`src/psr_consts.vh`:
```
// Behaviour
// - device takes din and launches dout on each rising serial clock edge
// - dout carries result or calibration word per last instruction, plus status
// - seven instructions: pressure, temperature, four word reads, reset
// - each instruction but reset opens with three high bits before the setup field
// - each instruction but reset closes with three low bits after the setup field
// - four-bit setup field selects pressure, temperature or word read
// - conversion start acknowledged by dout going low to high
// - end of conversion shown by dout going high to low, clock low
// - seventeen clocks read the sixteen-bit result after conversion end
// - readout survives clock pauses anywhere without losing bits
// - 21-bit reset pattern seen in any state returns to idle
// - pressure and temperature come as 16-bit unsigned from one converter
// - 64 calibration bits read as four 16-bit words
// - word one: coef one and coef two top; word two: coef two low, coef five top
// - word three: coef three, coef five low; word four: coef four, coef six
`ifndef PSR_CONSTS_VH
`define PSR_CONSTS_VH

`define PSR_START_LEN      3
`define PSR_FRAME_LEN      5'h07
`define PSR_SETUP_MSB      6
`define PSR_SETUP_LSB      3
`define PSR_STOP_MSB       2
`define PSR_STOP_LSB       0
`define PSR_RESET_LEN      21
`define PSR_RESET_PATTERN  21'h155540

`define PSR_SETUP_PRESS    4'hA
`define PSR_SETUP_TEMP     4'h9
`define PSR_SETUP_CALIBRATION_WORD_ONE    4'h5
`define PSR_SETUP_CALIBRATION_WORD_TWO    4'h6
`define PSR_SETUP_CALIBRATION_WORD_THREE    4'h3
`define PSR_SETUP_CALIBRATION_WORD_FOUR    4'hC

`define PSR_ACK_CLOCKS     5'h02
`define PSR_DATA_BITS      5'h10
`define PSR_READ_CLOCKS    5'h11

`define PSR_MCLK_HZ        32768
`define PSR_CONV_TIME_US   35000
`define PSR_CONV_MCLKS     ((`PSR_CONV_TIME_US * `PSR_MCLK_HZ) / 1000000)

`define PSR_RESET_WORD     16'h0000

`endif

```
`src/psr_readout.v`:
```
`timescale 1ns/100ps
`include "psr_consts.vh"
module psr_readout #(
   parameter [12:0] COEF_ONE   = 13'h0000,
   parameter [12:0] COEF_TWO   = 13'h0000,
   parameter [9:0]  COEF_THREE = 10'h000,
   parameter [8:0]  COEF_FOUR  = 9'h000,
   parameter [11:0] COEF_FIVE  = 12'h000,
   parameter [6:0]  COEF_SIX   = 7'h00
) (
   clk_sys,
   rst_n,
   sclk,
   din,
   mclk,
   raw_pressure_value,
   raw_temperature_value,
   dout,
   conv_busy
);
   input  wire        clk_sys;
   input  wire        rst_n;
   input  wire        sclk;
   input  wire        din;
   input  wire        mclk;
   input  wire [15:0] raw_pressure_value;
   input  wire [15:0] raw_temperature_value;
   output wire        dout;
   output wire        conv_busy;

   localparam [2:0] ST_IDLE  = 3'h0;
   localparam [2:0] ST_FRAME = 3'h1;
   localparam [2:0] ST_ACK   = 3'h2;
   localparam [2:0] ST_CONV  = 3'h3;
   localparam [2:0] ST_SHIFT = 3'h4;

   localparam integer CONV_MCLKS = `PSR_CONV_MCLKS;
   // count is cut to the counter width on purpose; it stays below 2048
   localparam [10:0]  CONV_LAST  = CONV_MCLKS[10:0] - 11'h001;

   // calibration words packed from the factory coefficients
   wire [15:0] calibration_word_one;
   wire [15:0] calibration_word_two;
   wire [15:0] calibration_word_three;
   wire [15:0] calibration_word_four;

   assign calibration_word_one   = {COEF_ONE, COEF_TWO[12:10]};
   assign calibration_word_two   = {COEF_TWO[9:0], COEF_FIVE[11:6]};
   assign calibration_word_three = {COEF_THREE, COEF_FIVE[5:0]};
   assign calibration_word_four  = {COEF_FOUR, COEF_SIX};

   wire        sclk_s;
   wire        din_s;
   wire        mclk_s;

   psr_sync u_sync_sclk (
      .clk_sys  (clk_sys),
      .rst_n    (rst_n),
      .async_in (sclk),
      .sync_out (sclk_s)
   );

   psr_sync u_sync_din (
      .clk_sys  (clk_sys),
      .rst_n    (rst_n),
      .async_in (din),
      .sync_out (din_s)
   );

   // master clock is slow enough to be sampled as a plain level
   psr_sync u_sync_mclk (
      .clk_sys  (clk_sys),
      .rst_n    (rst_n),
      .async_in (mclk),
      .sync_out (mclk_s)
   );

   reg         sclk_d_reg;
   reg         mclk_d_reg;
   wire        sclk_rise;
   wire        mclk_rise;

   always @(posedge clk_sys or negedge rst_n) begin
      if (!rst_n) begin
         sclk_d_reg <= 1'b0;
         mclk_d_reg <= 1'b0;
      end else begin
         sclk_d_reg <= sclk_s;
         mclk_d_reg <= mclk_s;
      end
   end

   assign sclk_rise = sclk_s & ~sclk_d_reg;
   assign mclk_rise = mclk_s & ~mclk_d_reg;

   reg  [2:0]  state_reg;
   reg  [2:0]  state_next;
   reg  [20:0] hist_reg;
   reg  [20:0] hist_next;
   reg  [4:0]  cnt_reg;
   reg  [4:0]  cnt_next;
   reg         sel_temp_reg;
   reg         sel_temp_next;
   reg  [15:0] shift_reg;
   reg  [15:0] shift_next;
   reg         dout_reg;
   reg         dout_next;
   reg         conv_go;
   reg         conv_abort;
   // bits taken since entering idle, saturating at two
   reg  [1:0]  fresh_reg;
   reg  [1:0]  fresh_next;

   reg  [10:0] conv_cnt_reg;
   reg  [10:0] conv_cnt_next;
   reg         conv_busy_reg;
   reg         conv_busy_next;
   reg         conv_done_reg;
   reg         conv_done_next;
   reg  [15:0] result_reg;
   reg  [15:0] result_next;

   wire [20:0] hist_shift;
   wire        reset_seen;
   wire [3:0]  setup_code;
   wire        stop_ok;
   wire        start_seen;

   // din history, one bit per rising serial clock edge
   assign hist_shift = {hist_reg[19:0], din_s};
   // pattern watch runs in every state so a lost frame always recovers
   assign reset_seen = sclk_rise &&
                       (hist_shift == `PSR_RESET_PATTERN);
   assign start_seen = (hist_shift[`PSR_START_LEN-1:0] == 3'h7);
   assign setup_code = hist_shift[`PSR_SETUP_MSB:`PSR_SETUP_LSB];
   assign stop_ok    = (hist_shift[`PSR_STOP_MSB:`PSR_STOP_LSB]
                        == 3'h0);

   reg         code_press;
   reg         code_temp;
   reg         code_word;
   reg  [15:0] code_word_value;

   // setup decode apart from the engine; an unknown code selects nothing
   // kept combinational so the engine acts on the completing edge itself
   always @* begin
      code_press      = 1'b0;
      code_temp       = 1'b0;
      code_word       = 1'b0;
      code_word_value = `PSR_RESET_WORD;
      if (setup_code == `PSR_SETUP_PRESS) begin
         code_press = 1'b1;
      end else if (setup_code == `PSR_SETUP_TEMP) begin
         code_temp = 1'b1;
      end else if (setup_code == `PSR_SETUP_CALIBRATION_WORD_ONE) begin
         code_word       = 1'b1;
         code_word_value = calibration_word_one;
      end else if (setup_code == `PSR_SETUP_CALIBRATION_WORD_TWO) begin
         code_word       = 1'b1;
         code_word_value = calibration_word_two;
      end else if (setup_code == `PSR_SETUP_CALIBRATION_WORD_THREE) begin
         code_word       = 1'b1;
         code_word_value = calibration_word_three;
      end else if (setup_code == `PSR_SETUP_CALIBRATION_WORD_FOUR) begin
         code_word       = 1'b1;
         code_word_value = calibration_word_four;
      end
   end

   always @* begin
      hist_next = hist_reg;
      if (sclk_rise) begin
         hist_next = hist_shift;
      end
      // a matched pattern is flushed so its tail cannot start a frame
      if (reset_seen) begin
         hist_next = 21'h000000;
      end
   end

   // protocol engine, one step per rising serial clock edge, or at conversion end in ST_CONV
   always @* begin
      state_next    = state_reg;
      cnt_next      = cnt_reg;
      sel_temp_next = sel_temp_reg;
      shift_next    = shift_reg;
      dout_next     = dout_reg;
      fresh_next    = fresh_reg;
      conv_go       = 1'b0;
      conv_abort    = 1'b0;
      if (reset_seen) begin
         state_next = ST_IDLE;
         cnt_next   = 5'h00;
         shift_next = `PSR_RESET_WORD;
         dout_next  = 1'b0;
         conv_abort = 1'b1;
         fresh_next = 2'h0;
      end else begin
         case (state_reg)
            ST_IDLE: begin
               if (sclk_rise) begin
                  // stale bits of an earlier frame must not form a start
                  if (!fresh_reg[1]) begin
                     fresh_next = fresh_reg + 2'h1;
                  end
                  if (start_seen && fresh_reg[1]) begin
                     state_next = ST_FRAME;
                     cnt_next   = 5'h00;
                     fresh_next = 2'h0;
                  end
               end
            end
            ST_FRAME: begin
               if (sclk_rise) begin
                  cnt_next = cnt_reg + 5'h01;
                  if (cnt_reg == `PSR_FRAME_LEN - 5'h01) begin
                     cnt_next   = 5'h00;
                     state_next = ST_IDLE;
                     if (stop_ok) begin
                        if (code_press || code_temp) begin
                           state_next    = ST_ACK;
                           sel_temp_next = code_temp;
                           dout_next     = 1'b1;
                           conv_go       = 1'b1;
                        end else if (code_word) begin
                           state_next = ST_SHIFT;
                           shift_next = code_word_value;
                        end
                     end
                  end
               end
            end
            ST_ACK: begin
               // acknowledge level stays up through the two extra clocks
               if (sclk_rise) begin
                  cnt_next = cnt_reg + 5'h01;
                  if (cnt_reg == `PSR_ACK_CLOCKS - 5'h01) begin
                     cnt_next   = 5'h00;
                     state_next = ST_CONV;
                  end
               end
            end
            ST_CONV: begin
               // stray clocks here are ignored; only completion or the reset pattern moves on
               if (conv_done_reg) begin
                  state_next = ST_SHIFT;
                  shift_next = result_reg;
                  dout_next  = 1'b0;
                  cnt_next   = 5'h00;
               end
            end
            ST_SHIFT: begin
               // position is held in cnt_reg, so a paused clock loses nothing
               if (sclk_rise) begin
                  cnt_next = cnt_reg + 5'h01;
                  if (cnt_reg < `PSR_DATA_BITS) begin
                     dout_next  = shift_reg[15];
                     shift_next = {shift_reg[14:0], 1'b0};
                  end else begin
                     dout_next  = 1'b0;
                     cnt_next   = 5'h00;
                     state_next = ST_IDLE;
                  end
               end
            end
            default: begin
               state_next = ST_IDLE;
               cnt_next   = 5'h00;
               fresh_next = 2'h0;
               dout_next  = 1'b0;
            end
         endcase
      end
   end

   // converter timing, counted in master clock periods
   always @* begin
      conv_cnt_next  = conv_cnt_reg;
      conv_busy_next = conv_busy_reg;
      conv_done_next = conv_done_reg;
      result_next    = result_reg;
      if (conv_abort) begin
         conv_busy_next = 1'b0;
         conv_done_next = 1'b0;
      end else if (conv_go) begin
         conv_cnt_next  = 11'h000;
         conv_busy_next = 1'b1;
         conv_done_next = 1'b0;
      end else if (conv_busy_reg && mclk_rise) begin
         conv_cnt_next = conv_cnt_reg + 11'h001;
         if (conv_cnt_reg == CONV_LAST) begin
            conv_busy_next = 1'b0;
            conv_done_next = 1'b1;
            // one shared converter, the selection picks the channel
            if (sel_temp_reg) begin
               result_next = raw_temperature_value;
            end else begin
               result_next = raw_pressure_value;
            end
         end
      end else if (state_reg == ST_CONV && conv_done_reg) begin
         conv_done_next = 1'b0;
      end
   end

   always @(posedge clk_sys or negedge rst_n) begin
      if (!rst_n) begin
         state_reg    <= ST_IDLE;
         hist_reg     <= 21'h000000;
         cnt_reg      <= 5'h00;
         sel_temp_reg <= 1'b0;
         shift_reg    <= `PSR_RESET_WORD;
         dout_reg     <= 1'b0;
         fresh_reg    <= 2'h0;
      end else begin
         state_reg    <= state_next;
         hist_reg     <= hist_next;
         cnt_reg      <= cnt_next;
         sel_temp_reg <= sel_temp_next;
         shift_reg    <= shift_next;
         dout_reg     <= dout_next;
         fresh_reg    <= fresh_next;
      end
   end

   always @(posedge clk_sys or negedge rst_n) begin
      if (!rst_n) begin
         conv_cnt_reg  <= 11'h000;
         conv_busy_reg <= 1'b0;
         conv_done_reg <= 1'b0;
         result_reg    <= `PSR_RESET_WORD;
      end else begin
         conv_cnt_reg  <= conv_cnt_next;
         conv_busy_reg <= conv_busy_next;
         conv_done_reg <= conv_done_next;
         result_reg    <= result_next;
      end
   end

   assign dout      = dout_reg;
   assign conv_busy = conv_busy_reg;
endmodule // psr_readout

```
`src/psr_sync.v`:
```
`timescale 1ns/100ps
module psr_sync (
   clk_sys,
   rst_n,
   async_in,
   sync_out
);
   input  wire clk_sys;
   input  wire rst_n;
   input  wire async_in;
   output wire sync_out;

   reg         meta_reg;
   reg         hold_reg;

   // first stage feeds only the second stage
   always @(posedge clk_sys or negedge rst_n) begin
      if (!rst_n) begin
         meta_reg <= 1'b0;
         hold_reg <= 1'b0;
      end else begin
         meta_reg <= async_in;
         hold_reg <= meta_reg;
      end
   end

   assign sync_out = hold_reg;
endmodule // psr_sync

```
`config.mk`:
```
export PLATFORM = sky130hd
export DESIGN_NAME = psr_readout
export DESIGN_NICKNAME = d
export VERILOG_FILES = /design/src/psr_readout.v /design/src/psr_sync.v
export VERILOG_INCLUDE_DIRS = /design/src
export SDC_FILE = /design/constraint.sdc
export NUM_CORES = 1
export LEC_CHECK = 0
export ABC_AREA = 1
export BUFFER_PORTS_ARGS = -buffer_cell sky130_fd_sc_hd__buf_2
export CAP_MARGIN = 15
export CORE_MARGIN = 3
export CORE_UTILIZATION = 63
export CTS_BUF_LIST = sky130_fd_sc_hd__clkbuf_2
export CTS_CLUSTER_DIAMETER = 80
export DETAILED_ROUTE_END_ITERATION = 7
export GPL_TIMING_DRIVEN = 0
export PLACE_DENSITY_LB_ADDON = 0.05
export REMOVE_ABC_BUFFERS = 1
export SLEW_MARGIN = 5
export SYNTH_ARGS = -nofsm -noshare
export SYNTH_HDL_FRONTEND = slang
export SYNTH_SLANG_ARGS = --single-unit
```
`constraint.sdc`:
```
create_clock -name clk_sys -period 4.2 [get_ports clk_sys]
set_clock_uncertainty 0.1 [all_clocks]
set_input_delay 0.21 -clock clk_sys [delete_from_list [all_inputs] [get_ports clk_sys]]
set_output_delay 0.21 -clock clk_sys [all_outputs]
set_load 0.02 [all_outputs]
```
==> run_results.csv <==
group,metric,value,unit
placed_design,routabilityCongestion,0.882,
placed_design,postPlaceCellArea,4730,µm²
global_routing,overflow,0,
clock_network,postCtsSetupRepairBufs,0,
flow_run,maxCapViolCount,0,
clock_network,cts_resized,0,
setup_path,endpoint_kind,"flop",
clock_network,htreeDepth,3,
setup_path,max_stage_delay,0.67,ns
drt,avgRoutedWirePerCell,13.8,µm
setup_path,setup.worst_path.class,"flop to flop",
sta,post-route-period-util,65.5,%
placed_design,dpl.hpwl,6110,µm
sta,worst_slew_pin_slew,0.986,ns
floorplan,die_x,90.2,µm
clock_network,cts_root_buffer,"clkbuf_2",
clock_network,cts_tree,"done",
floorplan,std_cell_rows,30,
power_and_ir_drop,peakVddDrop,0.000241,V
final_layout,num_antenna_cells,0,
clock_network,cts_hold_buf,36,
drt,vias,3961,
sta,hold_viol,0,
sta,slew_headroom,34.3,%
setup_path,crit_required,4.58,ns
yosys,synth_area_leaders,"dfrtp_1, nand2_1, o21ai_0",
sta,clock.fmax,364,MHz
global_routing,grt_pass1_wl,17100,µm
setup_path,crit_slowest_cell,"nand3_1",
floorplan,io_pins,39,
setup_path,reg2reg_slack,1.45,ns
setup_path,cp-start-kind,"flop",
yosys,ys_async_sr_fraction,100,%
yosys,syn-cell-area,4460,µm²
power_and_ir_drop,p_leak,2.56,nW
floorplan,dieHeight,90.2,µm
sta,slew_violations,0,
floorplan,core,6830,µm²
clock_network,insertion_delay,0.52,ns
setup_path,worstPathArrival,3.13,ns
drt,route.detailed.drc,0,
clock_network,numCtsBuffers,9,
drt,drt-initial-drc-count,247,
yosys,synth-seq-area-share,47.7,%
global_routing,grt_max_degree,54,
yosys,ys.flop_type,"dfrtp_1",
setup_path,cp_cell_sequence,"nor2_2 -> buf_16 -> nand3_1 -> nand2_1 -> nand2_2 -> nor2_2 -> nand2_1 -> nand2_1",
final_layout,n_fill_cell,487,
final_layout,largest_reg_flops,20,
drt,postRouteAntennaNets,0,
sta,rsz0062_at_grt,"false",
floorplan,die-area,8130,µm²
final_layout,finalNetCount,676,
final_layout,final_cell_mix,"nand2_1, dfrtp_1, inv_1",
clock_network,clk_pin_slew_worst_paths,0.22,ns
final_layout,drive_gt1_share,12.3,%
yosys,synth_top_area_share,47.7,%
setup_path,critical_path.top_delay_family,"simple AND/OR/NAND/NOR gates",
worst_hold_path,hold_class,"primary input to asynchronous set/reset pin",
clock_network,cts_max_path_buffers,2,
final_layout,fin_area,5220,µm²
yosys,ys_ff_latch,85,
setup_path,cp_max_fo,26,
run_status,status,"finished, final reports clean",
setup_path,crit_top_cell,"nand2_1",
global_routing,grt.total_usage,25.5,%
power_and_ir_drop,p_per_area,368,nW/µm²
yosys,synth_edf_count,0,
drt,via_per_inst,5.41,
final_layout,final_common_cell,"nand2_1",
clock_network,cts.sinks,85,
setup_path,crit_buf_inv,1,
yosys,synthDistinctLibCells,40,
sta,fin_setup_tns,0,ns
drt,first_pass_iters,5,
final_layout,area_growth,17.1,%
yosys,postSynthAreaPerCell,7.93,µm²
floorplan,initial_core_util,65.3,%
placed_design,io_buffer_count,38,
global_routing,antenna_found_initial,0,
drt,routed_wl,10100,µm
yosys,syn_inst,563,
sta,finalSetupViolCount,0,
global_routing,grt_pass1_vias,3743,
yosys,yosys_warnings,0,
yosys,yosysTopAreaCell,"dfrtp_1",
sta,fin_crit,2.75,ns
final timing paths:
check	startpoint	end	cells past startpoint
setup / recovery	sclk_d_reg	state_reg[1]	8
hold / removal	rst_n	hist_reg[15]	2
hold reg to reg	u_sync_mclk.meta_reg	u_sync_mclk.sync_out	0
max in group asynchronous	rst_n	shift_reg[4]	3
min in group clk_sys	din	u_sync_din.meta_reg	2
setup reg to reg	sclk_d_reg	state_reg[1]	8
cells in the mapped netlist (all sizes together), types with 5 or more instances:
| cell | n |
|---|---|
| nand3 | 45 |
| mux2i | 16 |
| dfrtp | 85 |
| clkbuf | 5 |
| buf | 13 |
| o22ai | 5 |
| inv | 55 |
| nand4 | 8 |
| nor2 | 49 |
| a21oi | 13 |
| nand2 | 180 |
| ha | 6 |
| nor3 | 8 |
| xor2 | 8 |
| o21ai | 52 |
through the flow:
| step | total power [mW] | utilization (%) | hold WS, ns | std cells | setup WS [ns] |
|---|---|---|---|---|---|
| after floorplan | 1.30 | - | -0.186 | 545 | 1.10 |
| final | 1.92 | 76.5 | 0.0291 | 732 | 1.45 |
| after global placement | 1.41 | 68.3 | 0.218 | 679 | 0.0517 |
| after CTS | 1.92 | 76.2 | 0.0310 | 731 | 1.47 |
| after global routing | 2.04 | 76.5 | 0.0647 | 732 | 1.22 |
| after detailed placement | 1.43 | 69.2 | 0.0910 | 681 | 1.53 |
final cells by class:
cell class	count	area (µm²)	share of cell area [%]
Timing Repair Buffer	77	623	11.9
Inverter	56	210	4.02
Multi-Input combinational cell	404	2020	38.7
Clock inverter	2	60.1	1.15
Tap cell	96	120	2.30
Clock buffer	12	60.1	1.15
Sequential cell	85	2130	40.7
cell families after synthesis:
family | synth area share, %
AO/OA/AOI/OAI | 9.76
XOR/XNOR | 1.77
adder cells (fa/ha/maj) | 1.68
buffers and inverters | 7.04
flip-flops | 47.7
multiplexers | 3.59
AND/OR/NAND/NOR | 28.5
worst register-to-register path: stages, from the launching register on:
cell and delay [ns]:
dfrtp_1 0.42, nor2_2 0.45, buf_16 0.23, nand3_1 0.68
nand2_1 0.35, nand2_2 0.17, nor2_2 0.18, nand2_1 0.08
nand2_1 0.06
report_power, final:
group          leakage (nW)  internal, mW  switching (mW)  total (mW)
registers              1.07         0.887          0.0703       0.957
clock network        0.0781         0.199           0.268       0.467
logic                  1.41         0.176           0.325       0.500
routing by layer:
| layer | part of all wire [%] | track usage, % | vias to the layer above |
|---|---|---|---|
| li1 | - | - | 1958 |
| met1 | 44 | 34.9 | 1875 |
| met2 | 49 | 41.6 | 107 |
| met3 | 4.6 | 3.35 | 21 |
| met4 | 2.2 | 9.82 | 0 |
| met5 | 0 | 0 | - |
(Power assumes the default switching activity.)
